**src/rtl/mwss_pkg.sv**
```systemverilog
// constants, modes and carrier types of the microwire frame sequencer
// assumes a 100 MHz system clock; the serial clock is divided down from it
package mwss_pkg;
    // timing: serial clock period as generated on the pin, and the system clock
    localparam int unsigned CLK_PERIOD_NS  = 10;
    localparam int unsigned SCLK_PERIOD_NS = 80;
    // half serial period in system cycles, rounded down, never below one
    localparam int unsigned HALF_CYCLES_RAW = SCLK_PERIOD_NS / (2 * CLK_PERIOD_NS);
    localparam int unsigned HALF_CYCLES     = (HALF_CYCLES_RAW < 1) ? 1 : HALF_CYCLES_RAW;
    localparam logic [3:0]  HALF_LAST       = 4'(HALF_CYCLES - 1);

    // frame layout
    localparam int unsigned CTRL_BITS     = 8;
    localparam logic [3:0]  CTRL_LAST_BIT = 4'h7;
    localparam logic [3:0]  SIZE_MIN_M1   = 4'h3; // 4-bit word, coded as size minus one
    localparam int unsigned RX_WIDTH      = 16;

    // reset values
    localparam logic [RX_WIDTH-1:0] RX_RESET   = 16'h0000;
    localparam logic [7:0]          CTRL_RESET = 8'h00;

    typedef enum logic [2:0] {
        MWSS_IDLE  = 3'b000,
        MWSS_CTRL  = 3'b001,
        MWSS_WAIT  = 3'b010,
        MWSS_REPLY = 3'b011,
        MWSS_TAIL  = 3'b100
    } mwss_state_t;

    // levels driven onto the link pins
    typedef struct packed {
        logic sclk;
        logic fss;
        logic sdo;
        logic sdo_oe;
    } mwss_pins_t;

    localparam mwss_pins_t PINS_IDLE = '{sclk: 1'b0, fss: 1'b1, sdo: 1'b0, sdo_oe: 1'b0};

    // one received word toward the receive fifo
    typedef struct packed {
        logic                valid;
        logic [RX_WIDTH-1:0] data;
    } mwss_rx_t;
endpackage

```
**src/rtl/mwss_sync2.sv**
```systemverilog
// two-stage synchroniser for one level arriving from outside the clock domain
// assumes the level is stable for several system clocks between changes
`timescale 1ns/1ps
`default_nettype none
module mwss_sync2 (
    input  wire logic i_clk,
    input  wire logic i_rstn,
    input  wire logic i_async,
    output logic      o_sync
);
    logic meta_q;
    logic sync_q;

    // first stage is read only by the second stage
    always_ff @(posedge i_clk) begin
        if (!i_rstn) begin
            meta_q <= 1'b0;
            sync_q <= 1'b0;
        end else begin
            meta_q <= i_async;
            sync_q <= meta_q;
        end
    end

    assign o_sync = sync_q;
endmodule
`default_nettype wire

```
**src/rtl/mwss_master.sv**
```systemverilog
// microwire frame sequencer of the sync serial port, master role
// assumes a transmit fifo with valid/ready on the same clock and a receive fifo that never stalls
// Operation
// - idle holds serial clock low, frame select high, data out low.
// - each frame opens with an 8-bit control word, half-duplex.
// - no input data is captured while the control word shifts out.
// - a control byte in the transmit fifo while enabled starts a frame.
// - frame select falling loads oldest fifo entry, drives its msb out.
// - frame select stays low in control phase; slave leaves data-in undriven.
// - reply bits are sampled on serial clock rising edges.
// - single frame: frame select rises one period after last bit, word pushed.
// - continuous frames keep frame select low and run back to back.
// - next control byte follows the last reply bit with no gap.
// - continuous: word pushed on falling edge after its last bit.
// - with transmit disabled the data output is not driven.
// - role is fixed by configuration; no switching during operation.
// - words shift msb first; size 4 to 16 bits.
`timescale 1ns/1ps
`default_nettype none
module mwss_master
    import mwss_pkg::*;
(
    input  wire logic                I_CLK,
    input  wire logic                I_RSTN,
    input  wire logic                I_ENABLE,
    input  wire logic                I_TX_ENABLE,
    input  wire logic                I_MASTER,
    input  wire logic [3:0]          I_DATA_SIZE,
    input  wire logic                I_TX_VALID,
    input  wire logic [7:0]          I_TX_DATA,
    input  wire logic                I_SDI,
    output logic                     O_TX_READY,
    output logic                     O_RX_VALID,
    output logic [RX_WIDTH-1:0]      O_RX_DATA,
    output logic                     O_SCLK,
    output logic                     O_FSS,
    output logic                     O_SDO,
    output logic                     O_SDO_OE
);
    mwss_state_t         state_q, state_d;
    mwss_pins_t          pins_q, pins_d;
    mwss_rx_t            rx_q, rx_d;
    logic [3:0]          div_q, div_d;
    logic [3:0]          bit_q, bit_d;
    logic [3:0]          size_q, size_d;
    logic [7:0]          ctrl_q, ctrl_d;
    logic [RX_WIDTH-1:0] sh_q, sh_d;
    logic                pop_q, pop_d;
    logic                role_q, role_d;
    logic                role_ok_q, role_ok_d;
    logic                sdi_s;
    logic                tick;
    logic                start_ok;
    logic [3:0]          size_req;

    // data-in comes from the pin, so it is synchronised before use
    mwss_sync2 u_sdi_sync (
        .i_clk   (I_CLK),
        .i_rstn  (I_RSTN),
        .i_async (I_SDI),
        .o_sync  (sdi_s)
    );

    // half-period tick of the generated serial clock
    assign tick     = (div_q == HALF_LAST);
    // requests below the minimum size are widened to four bits
    assign size_req = (I_DATA_SIZE < SIZE_MIN_M1) ? SIZE_MIN_M1 : I_DATA_SIZE;
    assign start_ok = I_ENABLE && role_q && role_ok_q && I_TX_VALID;

    // role is caught once after reset release and then held
    always_comb begin
        role_d    = role_q;
        role_ok_d = 1'b1;
        if (!role_ok_q) begin
            role_d = I_MASTER;
        end
    end

    // frame sequencer: next state, pins, shifters and fifo strobes
    always_comb begin
        state_d        = state_q;
        pins_d         = pins_q;
        pins_d.sdo_oe  = I_TX_ENABLE;
        rx_d           = rx_q;
        rx_d.valid     = 1'b0;
        div_d          = tick ? 4'h0 : div_q + 4'h1;
        bit_d          = bit_q;
        size_d         = size_q;
        ctrl_d         = ctrl_q;
        sh_d           = sh_q;
        pop_d          = 1'b0;
        unique case (state_q)
            MWSS_IDLE: begin
                div_d       = 4'h0;
                pins_d.sclk = 1'b0;
                pins_d.fss  = 1'b1;
                pins_d.sdo  = 1'b0;
                if (start_ok) begin
                    ctrl_d      = I_TX_DATA;
                    pop_d       = 1'b1;
                    pins_d.fss  = 1'b0;
                    pins_d.sdo  = I_TX_DATA[CTRL_LAST_BIT[2:0]];
                    bit_d       = CTRL_LAST_BIT;
                    state_d     = MWSS_CTRL;
                end
            end
            MWSS_CTRL: begin
                // the receive shifter is left alone in this phase
                if (tick) begin
                    pins_d.sclk = ~pins_q.sclk;
                    if (pins_q.sclk) begin
                        if (bit_q == 4'h0) begin
                            pins_d.sdo = 1'b0;
                            state_d    = MWSS_WAIT;
                        end else begin
                            bit_d      = bit_q - 4'h1;
                            pins_d.sdo = ctrl_q[3'(bit_q - 4'h1)];
                        end
                    end
                end
            end
            MWSS_WAIT: begin
                // one clock for the slave to decode the control word
                if (tick) begin
                    pins_d.sclk = ~pins_q.sclk;
                    if (pins_q.sclk) begin
                        bit_d   = size_req;
                        size_d  = size_req;
                        sh_d    = RX_RESET;
                        state_d = MWSS_REPLY;
                    end
                end
            end
            MWSS_REPLY: begin
                if (tick) begin
                    pins_d.sclk = ~pins_q.sclk;
                    if (!pins_q.sclk) begin
                        sh_d = {sh_q[RX_WIDTH-2:0], sdi_s};
                    end else if (bit_q != 4'h0) begin
                        bit_d = bit_q - 4'h1;
                    end else if (start_ok) begin
                        // back to back: push word and open next control word now
                        rx_d.valid = 1'b1;
                        rx_d.data  = sh_q;
                        ctrl_d     = I_TX_DATA;
                        pop_d      = 1'b1;
                        pins_d.sdo = I_TX_DATA[CTRL_LAST_BIT[2:0]];
                        bit_d      = CTRL_LAST_BIT;
                        state_d    = MWSS_CTRL;
                    end else begin
                        state_d = MWSS_TAIL;
                    end
                end
            end
            MWSS_TAIL: begin
                // clock stays low; frame select rises a full period after the last sample
                if (tick) begin
                    pins_d.fss = 1'b1;
                    rx_d.valid = 1'b1;
                    rx_d.data  = sh_q;
                    state_d    = MWSS_IDLE;
                end
            end
            default: begin
                state_d = MWSS_IDLE;
            end
        endcase
    end

    // registers of the sequencer
    always_ff @(posedge I_CLK) begin
        if (!I_RSTN) begin
            state_q   <= MWSS_IDLE;
            pins_q    <= PINS_IDLE;
            rx_q      <= '{valid: 1'b0, data: RX_RESET};
            div_q     <= 4'h0;
            bit_q     <= 4'h0;
            size_q    <= SIZE_MIN_M1;
            ctrl_q    <= CTRL_RESET;
            sh_q      <= RX_RESET;
            pop_q     <= 1'b0;
            role_q    <= 1'b0;
            role_ok_q <= 1'b0;
        end else begin
            state_q   <= state_d;
            pins_q    <= pins_d;
            rx_q      <= rx_d;
            div_q     <= div_d;
            bit_q     <= bit_d;
            size_q    <= size_d;
            ctrl_q    <= ctrl_d;
            sh_q      <= sh_d;
            pop_q     <= pop_d;
            role_q    <= role_d;
            role_ok_q <= role_ok_d;
        end
    end

    // outputs are the flops themselves
    assign O_TX_READY = pop_q;
    assign O_RX_VALID = rx_q.valid;
    assign O_RX_DATA  = rx_q.data;
    assign O_SCLK     = pins_q.sclk;
    assign O_FSS      = pins_q.fss;
    assign O_SDO      = pins_q.sdo;
    assign O_SDO_OE   = pins_q.sdo_oe;

    // helper: rising serial clock edges counted within the current phase
    logic [4:0] rise_cnt_q;
    always_ff @(posedge I_CLK) begin
        if (!I_RSTN || state_d != state_q) begin
            rise_cnt_q <= 5'h00;
        end else if (tick && !pins_q.sclk && state_q != MWSS_TAIL) begin
            rise_cnt_q <= rise_cnt_q + 5'h01;
        end
    end

    property p_idle_levels;
        @(posedge I_CLK) disable iff (!I_RSTN)
        (state_q == MWSS_IDLE && $past(state_q) == MWSS_IDLE)
            |-> (!O_SCLK && O_FSS && !O_SDO);
    endproperty
    a_idle_levels: assert property (p_idle_levels) else $error("idle pin levels wrong");

    property p_ctrl_eight;
        @(posedge I_CLK) disable iff (!I_RSTN)
        (state_q == MWSS_CTRL && state_d == MWSS_WAIT) |-> (rise_cnt_q == 5'h08);
    endproperty
    a_ctrl_eight: assert property (p_ctrl_eight) else $error("control word not 8 clocks");

    property p_no_capture;
        @(posedge I_CLK) disable iff (!I_RSTN)
        (state_q == MWSS_CTRL && $past(state_q) == MWSS_CTRL) |-> $stable(sh_q);
    endproperty
    a_no_capture: assert property (p_no_capture) else $error("capture during control word");

    property p_start;
        @(posedge I_CLK) disable iff (!I_RSTN)
        (state_q == MWSS_IDLE && start_ok) |=> (state_q == MWSS_CTRL && O_TX_READY);
    endproperty
    a_start: assert property (p_start) else $error("frame did not start");

    property p_load_msb;
        @(posedge I_CLK) disable iff (!I_RSTN)
        O_TX_READY |-> (!O_FSS && O_SDO == ctrl_q[7] && ctrl_q == $past(I_TX_DATA));
    endproperty
    a_load_msb: assert property (p_load_msb) else $error("control msb not driven");

    property p_fss_low;
        @(posedge I_CLK) disable iff (!I_RSTN)
        (state_q == MWSS_CTRL || state_q == MWSS_WAIT || state_q == MWSS_REPLY) |-> !O_FSS;
    endproperty
    a_fss_low: assert property (p_fss_low) else $error("frame select high mid frame");

    property p_sample;
        @(posedge I_CLK) disable iff (!I_RSTN)
        (state_q == MWSS_REPLY && tick && !O_SCLK) |=> (O_SCLK && sh_q[0] == $past(sdi_s));
    endproperty
    a_sample: assert property (p_sample) else $error("reply bit not sampled on rise");

    property p_single_end;
        @(posedge I_CLK) disable iff (!I_RSTN)
        (state_q == MWSS_REPLY && state_d == MWSS_TAIL) |=> (!O_FSS && !O_SCLK) [*4] ##1
            (O_FSS && O_RX_VALID && !O_SCLK);
    endproperty
    a_single_end: assert property (p_single_end) else $error("single frame end timing");

    property p_back_to_back;
        @(posedge I_CLK) disable iff (!I_RSTN)
        (state_q == MWSS_REPLY && state_d == MWSS_CTRL) |=> (!O_FSS && O_RX_VALID && O_TX_READY);
    endproperty
    a_back_to_back: assert property (p_back_to_back) else $error("continuous handover broken");

    property p_oe;
        @(posedge I_CLK) disable iff (!I_RSTN)
        !I_TX_ENABLE |=> !O_SDO_OE;
    endproperty
    a_oe: assert property (p_oe) else $error("data out driven while disabled");

    property p_role;
        @(posedge I_CLK) disable iff (!I_RSTN)
        (role_ok_q && !role_q) |-> (state_q == MWSS_IDLE && $stable(role_q));
    endproperty
    a_role: assert property (p_role) else $error("frame ran without master role");

    property p_reply_len;
        @(posedge I_CLK) disable iff (!I_RSTN)
        (state_q == MWSS_REPLY && state_d != MWSS_REPLY)
            |-> (rise_cnt_q == {1'b0, size_q} + 5'h01);
    endproperty
    a_reply_len: assert property (p_reply_len) else $error("reply length mismatch");
endmodule
`default_nettype wire

```
**config.mk**
```make
export PLATFORM = sky130hd
export DESIGN_NAME = mwss_master
export DESIGN_NICKNAME = d
export VERILOG_FILES = /design/src/rtl/mwss_pkg.sv /design/src/rtl/mwss_sync2.sv /design/src/rtl/mwss_master.sv
export SDC_FILE = /design/constraint.sdc
export NUM_CORES = 1
export LEC_CHECK = 0
export BUFFER_PORTS_ARGS = -buffer_cell sky130_fd_sc_hd__buf_2
export CORE_MARGIN = 4
export CORE_UTILIZATION = 40
export DETAILED_ROUTE_END_ITERATION = 8
export GPL_ROUTABILITY_DRIVEN = 0
export PLACE_DENSITY_LB_ADDON = 0.2
export SYNTH_ARGS = -nofsm -noshare
export SYNTH_HDL_FRONTEND = slang
export SYNTH_SLANG_ARGS = --single-unit
```
**constraint.sdc**
```tcl
create_clock -name I_CLK -period 4.59 [get_ports I_CLK]
set_input_delay 0.2295 -clock I_CLK [delete_from_list [all_inputs] [get_ports I_CLK]]
set_output_delay 0.2295 -clock I_CLK [all_outputs]
set_load 0.02 [all_outputs]
```
* After elaboration in Yosys (flattened, before gate mapping)
Index checks and enable logic that the tools add are counted.
** Word-level totals
- Register bits after elaboration :: 61
- Output and inout port bits :: 22
- Word-level logic and storage cells :: 124
** Operators by class
- Add/sub/neg operators :: 2
- Order comparisons :: 2
- Equal/unequal tests :: 19
- Mux-type cells :: 60
- Bitwise logic cells :: 2
- Reduce and logical (&&, ||, !) cells :: 23
** Operators with widths (count)
- 17-bit two-way mux :: 5
- 16-bit two-way mux :: 4
- 4-bit two-way mux :: 10
- 17-bit one-hot mux with 2 select lines :: 1
- 3-bit two-way mux :: 11
- 8-bit two-way mux :: 4
- 16-bit one-hot mux with 2 select lines :: 1
- 2-bit != test (second input constant) :: 13
- 4-bit one-hot mux with 4 select lines :: 1
- 8-bit one-hot mux with 2 select lines :: 1
- 1-bit two-way mux :: 15
- 3-bit one-hot mux with 5 select lines :: 1
- 10-bit AND reduction :: 1
- 2-bit nonzero test :: 5
- 8-bit AND reduction :: 1
- 4-bit nonzero test :: 2
- 7-bit AND reduction :: 1
- 3-bit by 2-bit == test with 1-bit output (second input constant) :: 2
- 1-bit one-hot mux with 2 select lines :: 3
- 6-bit AND reduction :: 1
- 3-bit OR reduction :: 2
- 5-bit AND reduction :: 1
- 4-bit by 1-bit adder with 4-bit output (second input constant) :: 1
- 4-bit by 2-bit == test with 1-bit output (second input constant) :: 1
- other kinds (16) :: 20

* Depth between registers and ports, before layout
- Word-level depth :: 8
- Depth in mapped cells :: 9
- Depth with buffers taken out :: 7

* Modules after synthesis
Synthesis repeated with hierarchy kept, for this count alone.
** Unflattened totals
- Cell total of the unflattened synthesis :: 309
- Area, all modules :: 2780.2 µm²
** By module, submodules not included
- mwss_master :: times used 1, cells each 305, area an instance 2727.6 µm², sequential area each 1181.1 µm²
- mwss_sync2 :: times used 1, cells each 4, area an instance 52.6 µm², sequential area each 40.0 µm²

* Least setup slack after synthesis
Ideal clock, no wire load.
- Path kind :: flip-flop to flip-flop
- Start :: register bit_q[0]
- End :: register bit_q[2]
- Library setup time :: 0.117 ns
- Arrival time :: 1.707 ns
- Slack :: 2.766 ns
- Cell stages (with the launch flop) :: 9
- Buffers on the path :: 1
- Clock period less this slack :: 1.824 ns
- Path through :: dfxtp_1 -> buf_2 -> inv_1 -> ha_1 -> or3b_4 -> o21ai_2 -> a2111oi_4 -> o21ai_1 -> a32o_1
** On the way
- Word-level cells in the longest chain between the ends :: 5
- Elaborated cells between the ends (all ways) :: 12
** Ends and longest elaborated chain
- start: declaration :: line mwss_master.sv:44 : logic [3:0] bit_q, bit_d;
- start signal: assignment :: line mwss_master.sv:189 : bit_q <= bit_d;
- 4-bit by 1-bit subtractor with 4-bit output or 4-bit nonzero test (tied branches) :: line mwss_master.sv:116, mwss_master.sv:140, mwss_master.sv:139
- 4-bit two-way mux, on equally long branches :: line mwss_master.sv:139, mwss_master.sv:112
- 4-bit two-way mux, on equally long branches :: line mwss_master.sv:137, mwss_master.sv:111
- 4-bit two-way mux, on equally long branches :: line mwss_master.sv:135, mwss_master.sv:109
- 4-bit one-hot mux with 4 select lines :: line mwss_master.sv:92 : unique case (state_q)
Several ways; a longest one is shown, not always the timed one. The select of a mux whose other input is x is not followed.
A chain may end at the register's enable or synchronous reset.

* Final worst setup path
- Start :: register state_q[1]
- End :: register rx_q (netlist bit O_RX_DATA[14])
** On the way
- Word-level cells in the longest chain between the ends :: 3
- Elaborated cells between the ends (all ways) :: 10
** Ends and longest elaborated chain
- start: declaration :: line mwss_master.sv:40 : mwss_state_t state_q, state_d;
- start signal: assignment :: line mwss_master.sv:185 : state_q <= state_d;
- 3-bit by 2-bit == test with 1-bit output or 3-bit == test (tied branches) :: line mwss_master.sv:92
- 2-bit != test (no source line) or 2-bit nonzero test (tied branches)
- 6-bit AND reduction (no source line)
- end signal: assignment :: line mwss_master.sv:175 : rx_q <= '{valid: 1'b0, data: RX_RESET};
- end signal: assignment :: line mwss_master.sv:187 : rx_q <= rx_d;
- end: declaration :: line mwss_master.sv:42 : mwss_rx_t rx_q, rx_d;
Several ways; a longest one is shown, not always the timed one.

==> metrics <==
Leakage 0.001183 uW; global-route wire length before repair 10290 um; Tcrit/Tclk final 49.81%; met3 WL post-DR 290 um; switching power 243.4 uW; ys flop type dfxtp_1; fill count 672; Final Max Slew Viols 0; WP data arrival 2.56 ns; Top Metal Used met4; hold path cells 2; WL met2 2599 um; post-detailed-route count of antenna-violating nets 0; initial antenna violation count 0; MaxCap Viol Count 0; Setup TNS Final 0 ns; die area 8461 um^2; commonest non-fill, non-tap cells in the layout dfxtp_1 (61), buf_2 (40), nor2_1 (31), nand2_1 (31), o21ai_2 (17); Mapped Area 2821 um^2; cts hold-fix bufs 0; commonest non-fill, non-tap cell in the layout dfxtp_1; RSZ-0062 raised after global routing no; die height 91.99 um; Max VDD drop 0.1910 mV; CTS Root Cell clkbuf_8; Overall Power 1091 uW; Rel. slew slack 38.69%; DRT met1 WL 2870 um; Worst Setup End Kind flop; GRT Overall Usage 15.16%; Data required, critical path 4.86 ns; R2R cell count 6; Ant. Diodes 0; fin nets 349; Clock Pin Slew Worst Setup and Hold Paths 0.07 ns; Power Dens Cells 337.5 nW/um^2; wire length per cell 13.79 um; area grow syn2layout 14.55%; post-synthesis cell count 297; largest net degree at the start of global routing 63; Final setup viols 0; Pint 847.4 uW; Netlist cell types 55; initial drt markers 100; H-tree depth 3; vias in the first global route 2164; Top Ports 41; cts repair resizes 0; Simple-Gate Fraction of Synth Area 24.66%; Hold Slack 0.09568 ns; #FFs+latches synth 61; fraction of registers with async set/reset 0%; TritonCTS clock tree yes; WL final 5901 um; Overflow after GRT 0; CP Launch Type flop; share of layout cells above drive strength 1 31.63%; PortBufs 40; residual DRC count 0; via count 2239; DR vias/cell 5.231; syn_area_per_cell 9.500 um^2; Post-synth EDFFs 0; DP HPWL 3937 um; Die X 91.99 um; largest family of logic cells by synthesized area simple AND/OR/NAND/NOR gates; Synth Area in XOR/XNOR 1.242%; YS warnings 0; hold crit path type input pin to flop; Initial Util 41.30%; clk_skew 0.005723 ns; outcome finished, final reports clean; Clock Power Share 46.3%; sequential power share 49.3%; shortest period the worst path allows 2.286 ns; standard-cell rows 30; complex-gate fraction of the synthesized area 21.42%; Sw Ratio 22.31%; Num CTS Buffers 9; core area 6832 um^2; Worst Tran Pin Value 0.9184 ns; Max Buffers Root-to-Sink 2; Seq/Total Area, Yosys 43.28%; Pre-antenna DRT Iters 4; worst-skew pair later-pin latency 0.34 ns; Syn Nets 319; combinational share of power 4.3%; Post-Synth Adder-Cell Area 1.330%; Post-CTS Setup Inserts 0; clock sinks 61; mux share of post-synthesis cell area 2.306%; Hold Vio Cnt, Final 0; critical path class flop to flop; Multi-input gate area 1445 um^2; register area 1221 um^2; upper clock frequency limit 0.4374 GHz; maximum fanout along the worst path 22
==> power by group through the flow <==
stage	sequential, uW	clock, uW	combinational (uW)
CTS	538	520	47.9
detailed placement	550	0	47.8
global placement	550	0	47.1
finish	538	505	47.3
floorplan	549	0	35.1
global route	539	546	53.4
==> per-layer routing <==
layer / GRT usage, % / vias to the layer above
li1: - / 1140
met1: 20.01 / 1038
met2: 22.99 / 50
met3: 3.610 / 11
met4: 7.797 / 0
met5: 0 / -
==> stage by stage <==
stage / util, % / area [um^2] / std cells / worst slack [ns]
finish: 47.31 / 3232 / 428 / 2.304
CTS: 47.31 / 3232 / 428 / 2.275
floorplan: - / 2821 / 297 / 2.766
global route: 47.31 / 3232 / 428 / 2.075
global placement: 44.21 / 3020 / 412 / 2.341
detailed placement: 44.21 / 3020 / 412 / 2.303
==> flip-flops by register name, indices dropped and copies added (netlist names) <==
register / flops
O_FSS: 1
O_RX_DATA: 16
O_RX_VALID: 1
O_SCLK: 1
O_SDO: 1
O_SDO_OE: 1
O_TX_READY: 1
bit_q: 4
ctrl_q: 8
div_q: 4
role_ok_q: 1
role_q: 1
sh_q: 16
state_q: 3
u_sdi_sync.meta_q: 1
u_sdi_sync.o_sync: 1
==> synth_stat cells (2+ instances only) <==
master    instances  share of area, %
o221ai_1          2              0.62
a31oi_1           2              0.44
a32oi_1           2              0.62
inv_1             5              0.67
o211ai_1          2              0.53
buf_2             4              0.71
o21ai_0          11               2.0
a211oi_1          3              0.80
mux2i_1           2              0.71
buf_4             2              0.53
a22oi_1          16               4.3
or4_1             3              0.80
or3b_4            2              0.80
clkbuf_1         10               1.3
and2_1            6               1.3
nand3_2          13               4.6
o211a_1           2              0.71
nand2_1          31               4.1
ha_1              3               1.3
o21ai_2          18               5.6
nor3_1            2              0.35
o21ai_1           5              0.89
a21oi_1           6               1.1
buf_6             6               2.4
nor2_1           31               4.1
dfxtp_1          61                43
nor3b_2           2              0.89
mux4_2            2               1.6
xor2_1            3              0.93
nand3_1          15               2.7
==> cell type report <==
class	instances	area share, %
clock buffers	13	5.226
clock inverters	3	1.316
inverters	5	0.5807
multi-input cells	208	44.72
flip-flops and latches	61	37.79
well taps	96	3.717
repair buffers	42	6.659
==> kinds of logic after synthesis <==
group / after synthesis
and+or+nand+nor: 118
AOI/OAI and AO/OA: 79
DFF: 61
buffers and inverters: 28
xor gates and xnor gates: 4
muxes: 4
adders and majority gates: 3
==> worst paths after layout <==
kind | slack, ns | to | startpoint
hold reg to reg | 0.44 | u_sdi_sync.o_sync$_SDFF_PN0_ | u_sdi_sync.meta_q$_SDFF_PN0_
setup reg to reg | 2.30 | O_RX_DATA[14]$_SDFFE_PN0P_ | state_q[1]$_SDFFE_PN0P_
hold / removal | 0.1 | O_SDO_OE$_SDFF_PN0_ | I_TX_ENABLE
setup / recovery | 2.30 | O_RX_DATA[14]$_SDFFE_PN0P_ | state_q[1]$_SDFFE_PN0P_
==> critical path, cell delays in order (launching register included) <==
cell and delay (ns):
dfxtp_1 0.63, nor2_1 0.27, and2_1 0.26, o21ai_4 0.42, buf_4 0.41, nand3_1 0.14
o21ai_2 0.08
Note: power is estimated with default switching activity, not from simulation.
